===== src/fbtd_pkg.sv =====
// Constants and types shared by the flash bus transaction decoder
package fbtd_pkg;
    // ****************************************************************
    // Bus word layout
    // ****************************************************************
    localparam int CW_W = 48;
    localparam int CMD_MSB = 47;
    localparam int CMD_LSB = 45;
    localparam int DIE_MSB = 44;
    localparam int DIE_LSB = 43;
    localparam int TOP_ADDRESS_BIT = 42;
    localparam int ADDR_W = TOP_ADDRESS_BIT + 1;
    localparam int LOW_ADDR_W = 12;
    localparam int PTR_COUNT = 5;

    // ****************************************************************
    // Byte counts within one bus cycle
    // ****************************************************************
    localparam logic [3:0] CNT_CW_LAST = 4'h5;
    localparam logic [3:0] CNT_WR_LAST = 4'h7;
    localparam logic [3:0] CNT_RD_HIGH = 4'h6;
    localparam logic [3:0] CNT_RD_LOW = 4'h7;
    localparam logic [3:0] CNT_RD_END = 4'h8;

    // ****************************************************************
    // Command bits and codes
    // ****************************************************************
    localparam logic [2:0] CMD_WRITE = 3'h1;
    localparam logic [2:0] CMD_READ = 3'h5;
    localparam logic [11:0] ADDR_UNLOCK1 = 12'h555;
    localparam logic [11:0] ADDR_UNLOCK2 = 12'h2AA;
    localparam logic [7:0] CODE_UNLOCK1 = 8'hAA;
    localparam logic [7:0] CODE_UNLOCK2 = 8'h55;
    localparam logic [7:0] CODE_LEGACY_SERIAL = 8'hF5;
    localparam logic [7:0] CODE_EXIT = 8'hF0;
    localparam logic [7:0] CODE_DEEP_POWER_DOWN = 8'hB9;
    localparam logic [7:0] CODE_READ_STATUS = 8'h70;
    localparam logic [7:0] CODE_CLEAR_STATUS = 8'h71;
    localparam logic [7:0] CODE_NV_PROGRAM = 8'h34;
    localparam logic [7:0] CODE_ECNT_ENTRY = 8'h5A;
    localparam logic [7:0] CODE_PPTR_ENTRY = 8'h5B;
    localparam logic [7:0] CODE_LOAD_SECTOR = 8'h5C;
    localparam logic [7:0] CODE_PGM_PTR = 8'h5D;
    localparam logic [7:0] PTR_LAST_OFFSET = 8'h04;

    // ****************************************************************
    // Reset values
    // ****************************************************************
    localparam logic [15:0] PTR_RESET = 16'hFFFF;
    localparam logic [15:0] STATUS_RESET = 16'h0000;
    localparam logic [15:0] WORD_RESET = 16'h0000;
    localparam logic [7:0] BYTE_RESET = 8'h00;

    // ****************************************************************
    // Types
    // ****************************************************************
    typedef enum logic [2:0] {
        MODE_ARRAY, MODE_ECNT, MODE_PPTR, MODE_SERIAL, MODE_DPD
    } fbtd_mode_t;

    typedef enum logic [2:0] {
        SEQ_IDLE, SEQ_AA, SEQ_55, SEQ_NVP, SEQ_STAT, SEQ_LOAD, SEQ_PGM
    } fbtd_seq_t;

    typedef enum logic [1:0] {
        SRC_ARRAY, SRC_STATUS, SRC_ECNT, SRC_PPTR
    } fbtd_src_t;
endpackage


===== src/fbtd_decoder.sv =====
// Flash bus transaction decoder: bus cycle capture, sequences and overlays
// Behaviour
// - Three-cycle entry opens erase count overlay
// - Two-cycle load latches erase count sector
// - Overlay read returns latched sector erase count
// - Overlay exit returns to array read mode
// - Three-cycle entry opens partition pointer overlay
// - Two-cycle program writes pointers 0x00-0x04
// - Overlay read returns addressed pointer value
// - Read command 101b returns array word
// - AA/55/F5 sequence switches to legacy serial
// - Write F0h anywhere exits status overlay
// - AA/55/B9 sequence enters deep power-down
// - 70h at 555h then read returns status
// - 71h at 555h clears volatile status
// - AA/55/34 then fourth word programs nonvolatile
`timescale 1ns/1ns
module fbtd_decoder
    import fbtd_pkg::*;
(
    // Clock and reset
    input wire logic core_clk_i,
    input wire logic nrst_i,
    // Flash bus pins
    input wire logic link_clk_i,
    input wire logic cs_n_i,
    input wire logic [7:0] dq_i,
    output logic [7:0] dq_o,
    output logic dq_oe_n_o,
    // Memory array side
    output logic [1:0] die_select_bits_o,
    output logic [ADDR_W-1:0] array_addr_o,
    input wire logic [15:0] array_data_i,
    output logic [ADDR_W-1:0] erase_sector_o,
    input wire logic [15:0] erase_count_i,
    // Status and mode
    input wire logic [15:0] status_event_i,
    output logic [15:0] status_o,
    output logic legacy_serial_o,
    output logic deep_power_down_o,
    output logic [1:0] overlay_o,
    // Nonvolatile program request
    output logic nv_prog_o,
    output logic [15:0] nv_word_o
);
    // ****************************************************************
    // Pin synchronisation and edge detection
    // ****************************************************************
    logic [9:0] pins_s;
    logic clk_s;
    logic cs_n_s;
    logic [7:0] dq_s;
    logic clk_prev_q;
    logic edge_w;

    fbtd_sync #(.W(10), .INIT(10'h100)) u_sync (
        .core_clk_i(core_clk_i),
        .nrst_i(nrst_i),
        .pin_i({link_clk_i, cs_n_i, dq_i}),
        .sync_o(pins_s)
    );

    assign clk_s = pins_s[9];
    assign cs_n_s = pins_s[8];
    assign dq_s = pins_s[7:0];
    // Both link edges carry a byte, so any change counts
    assign edge_w = (clk_s != clk_prev_q) && !cs_n_s;

    // ****************************************************************
    // State
    // ****************************************************************
    logic [3:0] cnt_q, cnt_d;
    logic [CW_W-1:0] cw_q, cw_d;
    logic [15:0] wd_q, wd_d;
    logic [15:0] rd_q, rd_d;
    logic [7:0] dq_q, dq_d;
    logic oe_n_q, oe_n_d;
    logic rd_load_q, rd_load_d;
    fbtd_src_t src_q, src_d;
    fbtd_mode_t mode_q, mode_d;
    fbtd_seq_t seq_q, seq_d;
    logic [ADDR_W-1:0] sect_q, sect_d;
    logic [ADDR_W-1:0] addr_q, addr_d;
    logic [1:0] die_q, die_d;
    logic [15:0] status_q, status_d;
    logic nvp_q, nvp_d;
    logic [15:0] nvw_q, nvw_d;
    logic [15:0] ptr_q [PTR_COUNT];
    logic ptr_we;
    logic [7:0] ptr_idx_q, ptr_idx_d;

    // Decode inputs, valid at the completing edge
    logic [CW_W-1:0] rd_cw;
    logic [15:0] word;
    logic wr_done;
    logic rd_done;
    logic [7:0] cbyte;
    logic at555;
    logic clr_status;

    assign rd_cw = {cw_q[CW_W-9:0], dq_s};
    assign word = {wd_q[7:0], dq_s};
    assign cbyte = word[7:0];
    assign at555 = cw_q[LOW_ADDR_W-1:0] == ADDR_UNLOCK1;
    assign wr_done = edge_w && cnt_q == CNT_WR_LAST && cw_q[CMD_MSB:CMD_LSB] == CMD_WRITE;
    assign rd_done = edge_w && cnt_q == CNT_CW_LAST && rd_cw[CMD_MSB:CMD_LSB] == CMD_READ;

    // ****************************************************************
    // Byte capture and read drive
    // ****************************************************************
    // Read word is fetched one core cycle after decode so that the array
    // sees a registered address; the host gives one spare edge for it
    always_comb begin
        cnt_d = cnt_q;
        cw_d = cw_q;
        wd_d = wd_q;
        rd_d = rd_q;
        dq_d = dq_q;
        oe_n_d = oe_n_q;
        rd_load_d = rd_done;
        if (cs_n_s) begin
            cnt_d = 4'h0;
            oe_n_d = 1'b1;
        end else if (edge_w) begin
            if (cnt_q != 4'hF) begin
                cnt_d = cnt_q + 4'h1;
            end
            if (cnt_q <= CNT_CW_LAST) begin
                cw_d = {cw_q[CW_W-9:0], dq_s};
            end else if (cw_q[CMD_MSB:CMD_LSB] == CMD_WRITE && cnt_q <= CNT_WR_LAST) begin
                wd_d = word;
            end else if (cw_q[CMD_MSB:CMD_LSB] == CMD_READ) begin
                if (cnt_q == CNT_RD_HIGH) begin
                    dq_d = rd_q[15:8];
                    oe_n_d = 1'b0;
                end else if (cnt_q == CNT_RD_LOW) begin
                    dq_d = rd_q[7:0];
                end else if (cnt_q == CNT_RD_END) begin
                    oe_n_d = 1'b1;
                end
            end
        end
        if (rd_load_q) begin
            case (src_q)
                SRC_STATUS: rd_d = status_q;
                SRC_ECNT: rd_d = erase_count_i;
                SRC_PPTR: rd_d = (ptr_idx_q <= PTR_LAST_OFFSET) ?
                    ptr_q[ptr_idx_q[2:0]] : WORD_RESET;
                default: rd_d = array_data_i;
            endcase
        end
    end

    always_ff @(posedge core_clk_i) begin
        if (!nrst_i) begin
            clk_prev_q <= 1'b0;
            cnt_q <= 4'h0;
            cw_q <= '0;
            wd_q <= WORD_RESET;
            rd_q <= WORD_RESET;
            dq_q <= BYTE_RESET;
            oe_n_q <= 1'b1;
            rd_load_q <= 1'b0;
        end else begin
            clk_prev_q <= clk_s;
            cnt_q <= cnt_d;
            cw_q <= cw_d;
            wd_q <= wd_d;
            rd_q <= rd_d;
            dq_q <= dq_d;
            oe_n_q <= oe_n_d;
            rd_load_q <= rd_load_d;
        end
    end

    // ****************************************************************
    // Transaction decode
    // ****************************************************************
    // Any departure from a listed sequence drops back to idle
    always_comb begin
        mode_d = mode_q;
        seq_d = seq_q;
        src_d = src_q;
        sect_d = sect_q;
        addr_d = addr_q;
        die_d = die_q;
        ptr_idx_d = ptr_idx_q;
        ptr_we = 1'b0;
        clr_status = 1'b0;
        nvp_d = 1'b0;
        nvw_d = nvw_q;
        if (rd_done) begin
            seq_d = SEQ_IDLE;
            die_d = rd_cw[DIE_MSB:DIE_LSB];
            addr_d = rd_cw[ADDR_W-1:0];
            ptr_idx_d = rd_cw[7:0];
            case (mode_q)
                MODE_ECNT: src_d = SRC_ECNT;
                MODE_PPTR: src_d = SRC_PPTR;
                default: src_d = (seq_q == SEQ_STAT) ? SRC_STATUS : SRC_ARRAY;
            endcase
        end else if (wr_done) begin
            seq_d = SEQ_IDLE;
            case (mode_q)
                MODE_ARRAY: begin
                    case (seq_q)
                        SEQ_IDLE: begin
                            if (cbyte == CODE_UNLOCK1 && at555) begin
                                seq_d = SEQ_AA;
                            end else if (cbyte == CODE_READ_STATUS && at555) begin
                                seq_d = SEQ_STAT;
                            end else if (cbyte == CODE_CLEAR_STATUS && at555) begin
                                clr_status = 1'b1;
                            end
                            // F0h anywhere simply leaves the sequence idle
                        end
                        SEQ_AA: begin
                            if (cbyte == CODE_UNLOCK2 &&
                                cw_q[LOW_ADDR_W-1:0] == ADDR_UNLOCK2) begin
                                seq_d = SEQ_55;
                            end
                        end
                        SEQ_55: begin
                            if (cbyte == CODE_LEGACY_SERIAL && at555) begin
                                mode_d = MODE_SERIAL;
                            end else if (cbyte == CODE_DEEP_POWER_DOWN) begin
                                mode_d = MODE_DPD;
                            end else if (cbyte == CODE_NV_PROGRAM && at555) begin
                                seq_d = SEQ_NVP;
                            end else if (cbyte == CODE_ECNT_ENTRY) begin
                                mode_d = MODE_ECNT;
                            end else if (cbyte == CODE_PPTR_ENTRY) begin
                                mode_d = MODE_PPTR;
                            end
                        end
                        SEQ_NVP: begin
                            nvp_d = 1'b1;
                            nvw_d = word;
                        end
                        default: seq_d = SEQ_IDLE;
                    endcase
                end
                MODE_ECNT: begin
                    if (seq_q == SEQ_LOAD) begin
                        sect_d = cw_q[ADDR_W-1:0];
                    end else if (cbyte == CODE_EXIT) begin
                        mode_d = MODE_ARRAY;
                    end else if (cbyte == CODE_LOAD_SECTOR && at555) begin
                        seq_d = SEQ_LOAD;
                    end
                end
                MODE_PPTR: begin
                    if (seq_q == SEQ_PGM) begin
                        ptr_idx_d = cw_q[7:0];
                        ptr_we = cw_q[7:0] <= PTR_LAST_OFFSET;
                    end else if (cbyte == CODE_EXIT) begin
                        mode_d = MODE_ARRAY;
                    end else if (cbyte == CODE_PGM_PTR && at555) begin
                        seq_d = SEQ_PGM;
                    end
                end
                default: seq_d = SEQ_IDLE;
            endcase
        end
        // Events set bits even in the clearing cycle
        status_d = (clr_status ? STATUS_RESET : status_q) | status_event_i;
    end

    always_ff @(posedge core_clk_i) begin
        if (!nrst_i) begin
            mode_q <= MODE_ARRAY;
            seq_q <= SEQ_IDLE;
            src_q <= SRC_ARRAY;
            sect_q <= '0;
            addr_q <= '0;
            die_q <= 2'h0;
            ptr_idx_q <= BYTE_RESET;
            status_q <= STATUS_RESET;
            nvp_q <= 1'b0;
            nvw_q <= WORD_RESET;
        end else begin
            mode_q <= mode_d;
            seq_q <= seq_d;
            src_q <= src_d;
            sect_q <= sect_d;
            addr_q <= addr_d;
            die_q <= die_d;
            ptr_idx_q <= ptr_idx_d;
            status_q <= status_d;
            nvp_q <= nvp_d;
            nvw_q <= nvw_d;
        end
    end

    // ****************************************************************
    // One-time-programmable pointer registers
    // ****************************************************************
    // Programming can only clear bits, as an erased OTP cell would behave
    for (genvar i = 0; i < PTR_COUNT; i++) begin : g_ptr
        logic [15:0] ptr_d;
        always_comb begin
            ptr_d = ptr_q[i];
            if (ptr_we && ptr_idx_d == 8'(i)) begin
                ptr_d = ptr_q[i] & word;
            end
        end
        always_ff @(posedge core_clk_i) begin
            if (!nrst_i) begin
                ptr_q[i] <= PTR_RESET;
            end else begin
                ptr_q[i] <= ptr_d;
            end
        end
    end

    // ****************************************************************
    // Outputs
    // ****************************************************************
    assign dq_o = dq_q;
    assign dq_oe_n_o = oe_n_q;
    assign die_select_bits_o = die_q;
    assign array_addr_o = addr_q;
    assign erase_sector_o = sect_q;
    assign status_o = status_q;
    assign legacy_serial_o = mode_q == MODE_SERIAL;
    assign deep_power_down_o = mode_q == MODE_DPD;
    assign overlay_o = {mode_q == MODE_PPTR, mode_q == MODE_ECNT};
    assign nv_prog_o = nvp_q;
    assign nv_word_o = nvw_q;
endmodule


===== src/fbtd_sync.sv =====
// Two-flop synchroniser for pins entering the core clock domain
`timescale 1ns/1ns
module fbtd_sync #(
    parameter int W = 1,
    parameter logic [W-1:0] INIT = '0
) (
    // Clock and reset
    input wire logic core_clk_i,
    input wire logic nrst_i,
    // Pins and synchronised copy
    input wire logic [W-1:0] pin_i,
    output logic [W-1:0] sync_o
);
    logic [W-1:0] meta_q;
    logic [W-1:0] sync_q;
    logic [W-1:0] meta_d;
    logic [W-1:0] sync_d;

    // First stage feeds only the second stage
    always_comb begin
        meta_d = pin_i;
        sync_d = meta_q;
    end

    always_ff @(posedge core_clk_i) begin
        if (!nrst_i) begin
            meta_q <= INIT;
            sync_q <= INIT;
        end else begin
            meta_q <= meta_d;
            sync_q <= sync_d;
        end
    end

    assign sync_o = sync_q;
endmodule


===== config.mk =====
export PLATFORM = sky130hd
export DESIGN_NAME = fbtd_decoder
export DESIGN_NICKNAME = d
export VERILOG_FILES = /design/src/fbtd_pkg.sv /design/src/fbtd_decoder.sv /design/src/fbtd_sync.sv
export SDC_FILE = /design/constraint.sdc
export NUM_CORES = 1
export LEC_CHECK = 0
export BUFFER_PORTS_ARGS = -buffer_cell sky130_fd_sc_hd__buf_4
export CAP_MARGIN = 20
export CORE_ASPECT_RATIO = 1.1
export CORE_MARGIN = 3
export CORE_UTILIZATION = 51
export DETAILED_ROUTE_END_ITERATION = 7
export GPL_TIMING_DRIVEN = 0
export PLACE_DENSITY = 0.76
export SLEW_MARGIN = 20
export SYNTH_ARGS = -nofsm -noshare
export SYNTH_HDL_FRONTEND = slang
export SYNTH_SLANG_ARGS = --single-unit

===== constraint.sdc =====
create_clock -name core_clk_i -period 2.5 [get_ports core_clk_i]
set_input_delay 0.125 -clock core_clk_i [delete_from_list [all_inputs] [get_ports core_clk_i]]
set_output_delay 0.125 -clock core_clk_i [all_outputs]
set_load 0.01 [all_outputs]

==> impl_metrics.py, run 1 <==
metrics = {
    "synthesis": {
        "synth_cell_types": 64,
        "synth-compound-area-share_pct": 17.7,
        "synth_top_family_by_area": "simple AND/OR/NAND/NOR gates",
        "ys_ff_latch": 322,
        "synth_area_sq_um": 12700,
        "synth_top_flop_cell": "dfxtp_1",
        "yosysSeqAreaShare_pct": 50.6,
        "synth_edf_count": 0,
        "ys_warn_count": 0,
        "async_flop_share_pct": 0,
        "syn-instance-count": 1436,
        "synth-simple-area-share_pct": 18.4,
        "synthMuxAreaShare_pct": 7.72,
        "avgSynthCellArea_sq_um": 8.86,
        "synth_xor_xnor_area_share_pct": 0.275,
        "synth_fa_ha_area_share_pct": 0.393,
        "synthesis.nets": 1500,
    },
    "clock_tree": {
        "clk_pin_slew_ns": 0.07,
        "cts_buffer_depth": 3,
        "cts_root_buf": "clkbuf_16",
        "insertion_delay_ns": 0.52,
        "clock-sinks": 322,
        "cts_made_buffers": 34,
        "cts_tree": "built",
        "h-tree-depth": 2,
    },
    "worst_setup_path": {
        "cp-start-kind": "flip-flop",
        "worstPathRequired_ns": 2.91,
        "critPathTopFamily": "simple AND/OR/NAND/NOR gates",
        "path_max_fanout": 10,
        "crit_chain": "or4_4, or4b_4, nor4b_4, buf_4, a21boi_1, o21a_1",
        "arrival_ns": 2.86,
        "max_stage_delay_ns": 0.58,
        "end_kind": "flip-flop",
        "path_buf_inv": 1,
        "path_class": "reg -> reg",
        "cp_slowest_cell": "or4_4",
    },
    "sta": {
        "final_hold_viol_count": 0,
        "slew_violations": 0,
        "min_period_ns": 2.45,
        "max_slew.worst_pin.slew_ns": 0.766,
        "fin_skew_ns": 0.0136,
        "period_share_pct": 98.1,
        "fin_tns_setup_ns": 0,
        "fmax_mhz": 408,
        "max_slew_margin_pct": 48.9,
        "rsz0062_at_grt": "yes",
        "finalSetupViolCount": 0,
    },
    "drt": {
        "drt_wl_total_um": 39700,
        "num_vias": 12000,
        "drc": 0,
        "dr.pass1.iters": 6,
        "drt_iter0_drc": 1213,
        "antenna_left": 0,
        "post_drt_via_cell_ratio": 5.83,
        "wl_per_cell_um": 19.3,
    },
    "floorplanning": {
        "pin_count": 194,
        "core_region_area_sq_um": 24500,
        "rows": 60,
        "die_h_um": 172,
        "die-area_sq_um": 26900,
        "fp.dieW_um": 157,
        "initial_utilization_pct": 52.0,
    },
    "finish": {
        "fillers": 1975,
        "areaGrowthSynthToFinish_pct": 29.6,
        "nNetsFinal": 1783,
        "final_cell_mix": "nand2_1 (352), dfxtp_1 (316), buf_4 (206)",
        "diodes": 0,
        "drive_gt1_share_pct": 21.3,
        "instances_no_fill": 2054,
        "final_common_cell": "nand2_1",
    },
    "pwr": {
        "power_mw": 10.5,
        "cellLeakagePower_nw": 6.23,
        "peakVddDrop_v": 0.000568,
        "p_per_area_nw_per_um2": 638,
    },
    "global_routing": {
        "grt_antenna_before_repair": 0,
        "grt_max_degree": 16,
        "grt_pass1_wl_um": 60300,
        "grt_pass1_vias": 11400,
        "track_usage_pct": 28.1,
        "grt-ovfl-total": 0,
    },
    "placement": {
        "io_buffers": 193,
        "gp_congestion": 0.889,
        "dp_hpwl_um": 26900,
        "placed_cells": 1939,
    },
    "flow_run": {
        "cap_violations": 0,
    },
    "min_path": {
        "min_path_type": "in -> reg",
    },
    "run_status": {
        "status": "completed",
    },
}
power breakdown:
group	internal [mW]	total (mW)	switching, mW
Sequential	5.16	5.19	0.0293
Clock	2.85	4.93	2.08
Combinational	0.187	0.402	0.215
Total	8.20	10.5	2.32
synth_stat cells (all sizes together), types with 15 or more instances:
| cell | n | area share, % |
|---|---|---|
| nand2 | 354 | 10 |
| dfxtp | 322 | 51 |
| a21oi | 141 | 5.5 |
| clkbuf | 110 | 3.2 |
| nor2 | 59 | 1.7 |
| inv | 36 | 1.1 |
| o21ai | 35 | 1.4 |
| mux2i | 34 | 2.7 |
| o31ai | 32 | 1.9 |
| mux2 | 25 | 2.2 |
| and2 | 22 | 1.1 |
| o41ai | 18 | 1.2 |
| a31oi | 17 | 0.84 |
| a21boi | 16 | 0.94 |
| mux4 | 16 | 2.8 |
| o21a | 16 | 0.94 |
| o221ai | 16 | 1.1 |
| a2bb2oi | 15 | 1.0 |
| o22a | 15 | 1.0 |
cell type report:
type | instances | area, sq um | area share [%]
Buffer | 117 | 515 | 3.13
Clock buffer | 49 | 977 | 5.93
Clock inverter | 12 | 115 | 0.698
Inverter | 37 | 139 | 0.842
Multi-Input combinational cell | 956 | 5900 | 35.8
Sequential cell | 322 | 6450 | 39.1
Tap cell | 310 | 388 | 2.35
Timing Repair Buffer | 251 | 2000 | 12.1
per-layer routing:
layer	wire, um	share of wire, %	global-route usage, %
met1	15000	38	33.5
met3	3160	7.9	5.13
met4	1700	4.3	13.0
met5	0	0	0
met2	19900	50	49.2
worst min-delay path, stage by stage:
cell and delay (ns):
buf_4 0.11, inv_1 0.04, o21ai_0 0.06, o21ai_0 0.08, a31oi_1 0.08
stage by stage:
stage / cell area [sq um] / util [%] / setup WS [ns] / hold WS (ns)
floorplan: 12700 / - / 0.0539 / 0.226
global placement: 14600 / 59.5 / -0.584 / 0.313
detailed placement: 14600 / 59.5 / -0.598 / 0.334
CTS: 16300 / 66.6 / -0.0391 / 0.0120
global route: 16500 / 67.4 / -0.0271 / 0.0718
finish: 16500 / 67.4 / 0.0481 / 0.0236
path summary, 6_finish.rpt:
path,from,to,slack [ns],cells after the start
setup / recovery,mode_q[2],status_o[7],0.05,6
hold / removal,erase_count_i[9],rd_q[9],0.02,5
setup reg to reg,mode_q[2],status_o[7],0.05,6
hold reg to reg,u_sync.meta_q[8],u_sync.sync_o[8],0.43,1
sequential cells by signal (all words and copies together), names as in the netlist, 2 cells and up:
signal / cells
ptr_q: 80
cw_q: 46
array_addr_o: 43
erase_sector_o: 43
nv_word_o: 16
rd_q: 16
status_o: 16
u_sync.meta_q: 10
u_sync.sync_o: 10
dq_o: 8
ptr_idx_q: 8
wd_q: 8
cnt_q: 4
mode_q: 3
seq_q: 3
die_select_bits_o: 2
src_q: 2
logic make-up after synthesis:
| group | count (synthesis) |
|---|---|
| AO/OA/AOI/OAI | 348 |
| XOR/XNOR | 4 |
| adder cells (fa/ha/maj) | 4 |
| buffers and inverters | 158 |
| flip-flops | 322 |
| multiplexers | 75 |
| AND/OR/NAND/NOR | 525 |
timing repair:
item,CTS,global route
endpoints found under the setup margin,235,168
setup buffers,9,2
pin swaps,7,7
hold buffers,47,0
resized for setup,36,57
endpoints found under the hold margin,42,0
No activity file was read; power rests on OpenSTA's default activity.
==> run 2: changes to the inputs <==
Settings changed: SYNTH_HIERARCHICAL set to 1.
==> run 2 against run 1 <==
Effect of this change: global-route usage decreased by 0.14 points; sequential share of layout area is 0.77 points higher; hold slack got worse by 0.0018 ns; final cell count is 1.7% lower; synthesized cell count decreased by 2.2%; first-iteration DRC count is 23% lower; non-clock buffer count fell by 4; count of clock-buffer cells in the layout up 1; die area shrank 1.6%; area after synthesis decreased by 1.6%; via count decreased by 2.4%; critical endpoint is now dq_o[5]; highest routed layer unchanged.
==> impl_metrics.py, run 2 <==
metrics = {
    "global_routing": {
        "grt_pass1_wl_um": 59700,
        "grt_antenna_before_repair": 0,
        "grt_max_degree": 18,
        "grt-ovfl-total": 0,
        "grt_pass1_vias": 11300,
        "track_usage_pct": 28.0,
    },
    "synthesis": {
        "netlist_top_cells_area": "dfxtp_1 (51%), nand2_1 (9.7%), a21oi_1 (6.7%)",
        "avgSynthCellArea_sq_um": 8.92,
        "yosysSeqAreaShare_pct": 51.5,
        "synth-simple-area-share_pct": 18.5,
        "synth_xor_xnor_area_share_pct": 0.350,
        "synthesis.nets": 1468,
        "synth_top_area_share_pct": 51.5,
        "syn-instance-count": 1404,
        "synth_top_family_by_area": "simple AND/OR/NAND/NOR gates",
        "async_flop_share_pct": 0,
        "synth_edf_count": 0,
        "synth-compound-area-share_pct": 17.7,
        "ys_ff_latch": 322,
        "synth_area_sq_um": 12500,
        "yosys-top-cells-count": "nand2_1 (324), dfxtp_1 (322), a21oi_1 (167), clkbuf_1 (93), nor2_1 (79)",
        "synth_top_flop_cell": "dfxtp_1",
        "synthMuxAreaShare_pct": 7.17,
        "ys_warn_count": 6,
        "synth_cell_types": 63,
        "synth_fa_ha_area_share_pct": 0.400,
        "yosysMostFrequentCell": "nand2_1",
        "synth_area_leader_cell": "dfxtp_1",
    },
    "floorplanning": {
        "core_region_area_sq_um": 23900,
        "rows": 59,
        "initial_utilization_pct": 52.3,
        "pin_count": 194,
        "fp.dieW_um": 155,
        "die-area_sq_um": 26500,
        "die_h_um": 170,
    },
    "clock_tree": {
        "cts_buffer_depth": 3,
        "cts_root_buf": "clkbuf_16",
        "cts_made_buffers": 34,
        "clock-sinks": 322,
        "insertion_delay_ns": 0.52,
        "h-tree-depth": 2,
        "cts_tree": "built",
        "clk_pin_slew_ns": 0.06,
    },
    "sta": {
        "max_slew_margin_pct": 47.9,
        "finalSetupViolCount": 0,
        "fin_skew_ns": 0.0236,
        "fmax_mhz": 411,
        "max_slew.worst_pin.slew_ns": 0.781,
        "period_share_pct": 97.4,
        "min_period_ns": 2.44,
        "fin_tns_setup_ns": 0,
        "final_hold_viol_count": 0,
        "slew_violations": 0,
    },
    "placement": {
        "gp_congestion": 0.875,
        "dp_hpwl_um": 26800,
        "io_buffers": 192,
    },
    "finish": {
        "fillers": 1926,
        "reg.largest.list": "ptr_q x80, cw_q x46",
        "regArea_sq_um": 6460,
        "top_register": "ptr_q",
        "multi_input_area_sq_um": 5640,
        "diodes": 0,
        "largest_reg_flops": 80,
        "nNetsFinal": 1755,
        "final_cell_mix": "nand2_1 (321), dfxtp_1 (312), buf_4 (204)",
        "drive_gt1_share_pct": 20.4,
        "final_common_cell": "nand2_1",
        "finish.utilization_pct": 67.7,
        "areaGrowthSynthToFinish_pct": 29.4,
    },
    "pwr": {
        "p_per_area_nw_per_um2": 647,
        "cellLeakagePower_nw": 6.17,
        "peakVddDrop_v": 0.000518,
    },
    "drt": {
        "post_drt_via_cell_ratio": 5.79,
        "drc": 0,
        "dr.pass1.iters": 6,
        "antenna_left": 0,
        "wl_per_cell_um": 19.4,
        "drt_wl_total_um": 39200,
        "drt_iter0_drc": 937,
        "num_vias": 11700,
    },
    "worst_setup_path": {
        "cp-start-kind": "flip-flop",
        "worstPathRequired_ns": 2.92,
        "arrival_ns": 2.85,
        "end_kind": "flip-flop",
        "path_max_fanout": 10,
        "path_class": "reg -> reg",
    },
    "flow_run": {
        "cap_violations": 0,
    },
    "run_status": {
        "status": "completed",
    },
    "min_path": {
        "min_path_type": "in -> reg",
    },
}
run 2: cell count changes in the layout (fill, tap and decap cells not counted), sizes merged, moves of 13 or more:
cell | previous run | this run
a21oi | 141 | 168
o31ai | 32 | 1
inv | 39 | 26
o22a | 15 | 73
nor2 | 59 | 79
o21a | 16 | 2
nand2 | 354 | 324
a21boi | 16 | 0
o41ai | 18 | 0
run 2: final cells by class:
class	instances	share of cell area, %
Inverter	24	0.579
Clock buffer	50	6.06
Sequential cell	322	39.9
Buffer	106	2.87
Multi-Input combinational cell	945	34.8
Timing Repair Buffer	258	12.8
Clock inverter	9	0.587
Tap cell	305	2.36
run 2: final timing paths:
path	startpoint	cells past startpoint	slack [ns]	to
max	u_sync/sync_o[9]	7	0.06	dq_o[5]
min	array_data_i[4]	3	0.02	rd_q[4]
min reg2reg	u_sync/meta_q[0]	1	0.43	u_sync/sync_o[0]
max reg2reg	u_sync/sync_o[9]	7	0.06	dq_o[5]
run 2: what timing repair did:
item | CTS | global route
pin swaps | 5 | 4
hold endpoints to repair | 50 | 0
resized for setup | 31 | 30
cloned | 1 | 0
buffers inserted | 6 | 5
hold buffers | 53 | 0
setup endpoints to repair | 176 | 178
run 2: metrics by stage:
stage / std cells / setup WS (ns) / hold WS [ns] / cell area (sq um) / power (mW)
finish: 2019 / 0.0648 / 0.0217 / 16200 / 10.5
global route: 2019 / -0.0264 / 0.0288 / 16200 / 10.8
CTS: 2016 / 0.00654 / 0.000877 / 16100 / 10.5
detailed placement: 1902 / -0.410 / 0.311 / 14300 / 5.62
global placement: 1901 / -0.418 / 0.309 / 14300 / 5.62
floorplan: 1404 / 0.285 / 0.226 / 12500 / 5.44
run 2: power by group:
part	total, mW	leakage (nW)	switching [mW]	internal [mW]
clock network	4.89	0.526	2.05	2.84
logic	0.394	3.03	0.215	0.179
registers	5.20	2.61	0.0368	5.16
run 2: logic make-up after synthesis:
group	Yosys count
simple gates	520
compound gates	349
fa+ha+maj	4
buf+inv	137
flops	322
mux	67
xor+xnor	5
run 2: critical path, stage by stage, from the launching register on:
cell and delay [ns]:
dfxtp_1 0.48, xnor2_1 0.17, nor2_1 0.32, nand4_1 0.25, nor3_2 0.51, buf_2 0.30
nor2_1 0.07, a311oi_1 0.24
run 2: per-layer routing:
| layer | up-vias | part of all wire [%] | track usage [%] |
|---|---|---|---|
| met5 | - | 0 | 0 |
| met2 | 530 | 48 | 47.0 |
| met1 | 5605 | 41 | 36.4 |
| met4 | 0 | 3.0 | 9.44 |
| met3 | 97 | 8.4 | 5.26 |
| li1 | 5465 | - | - |
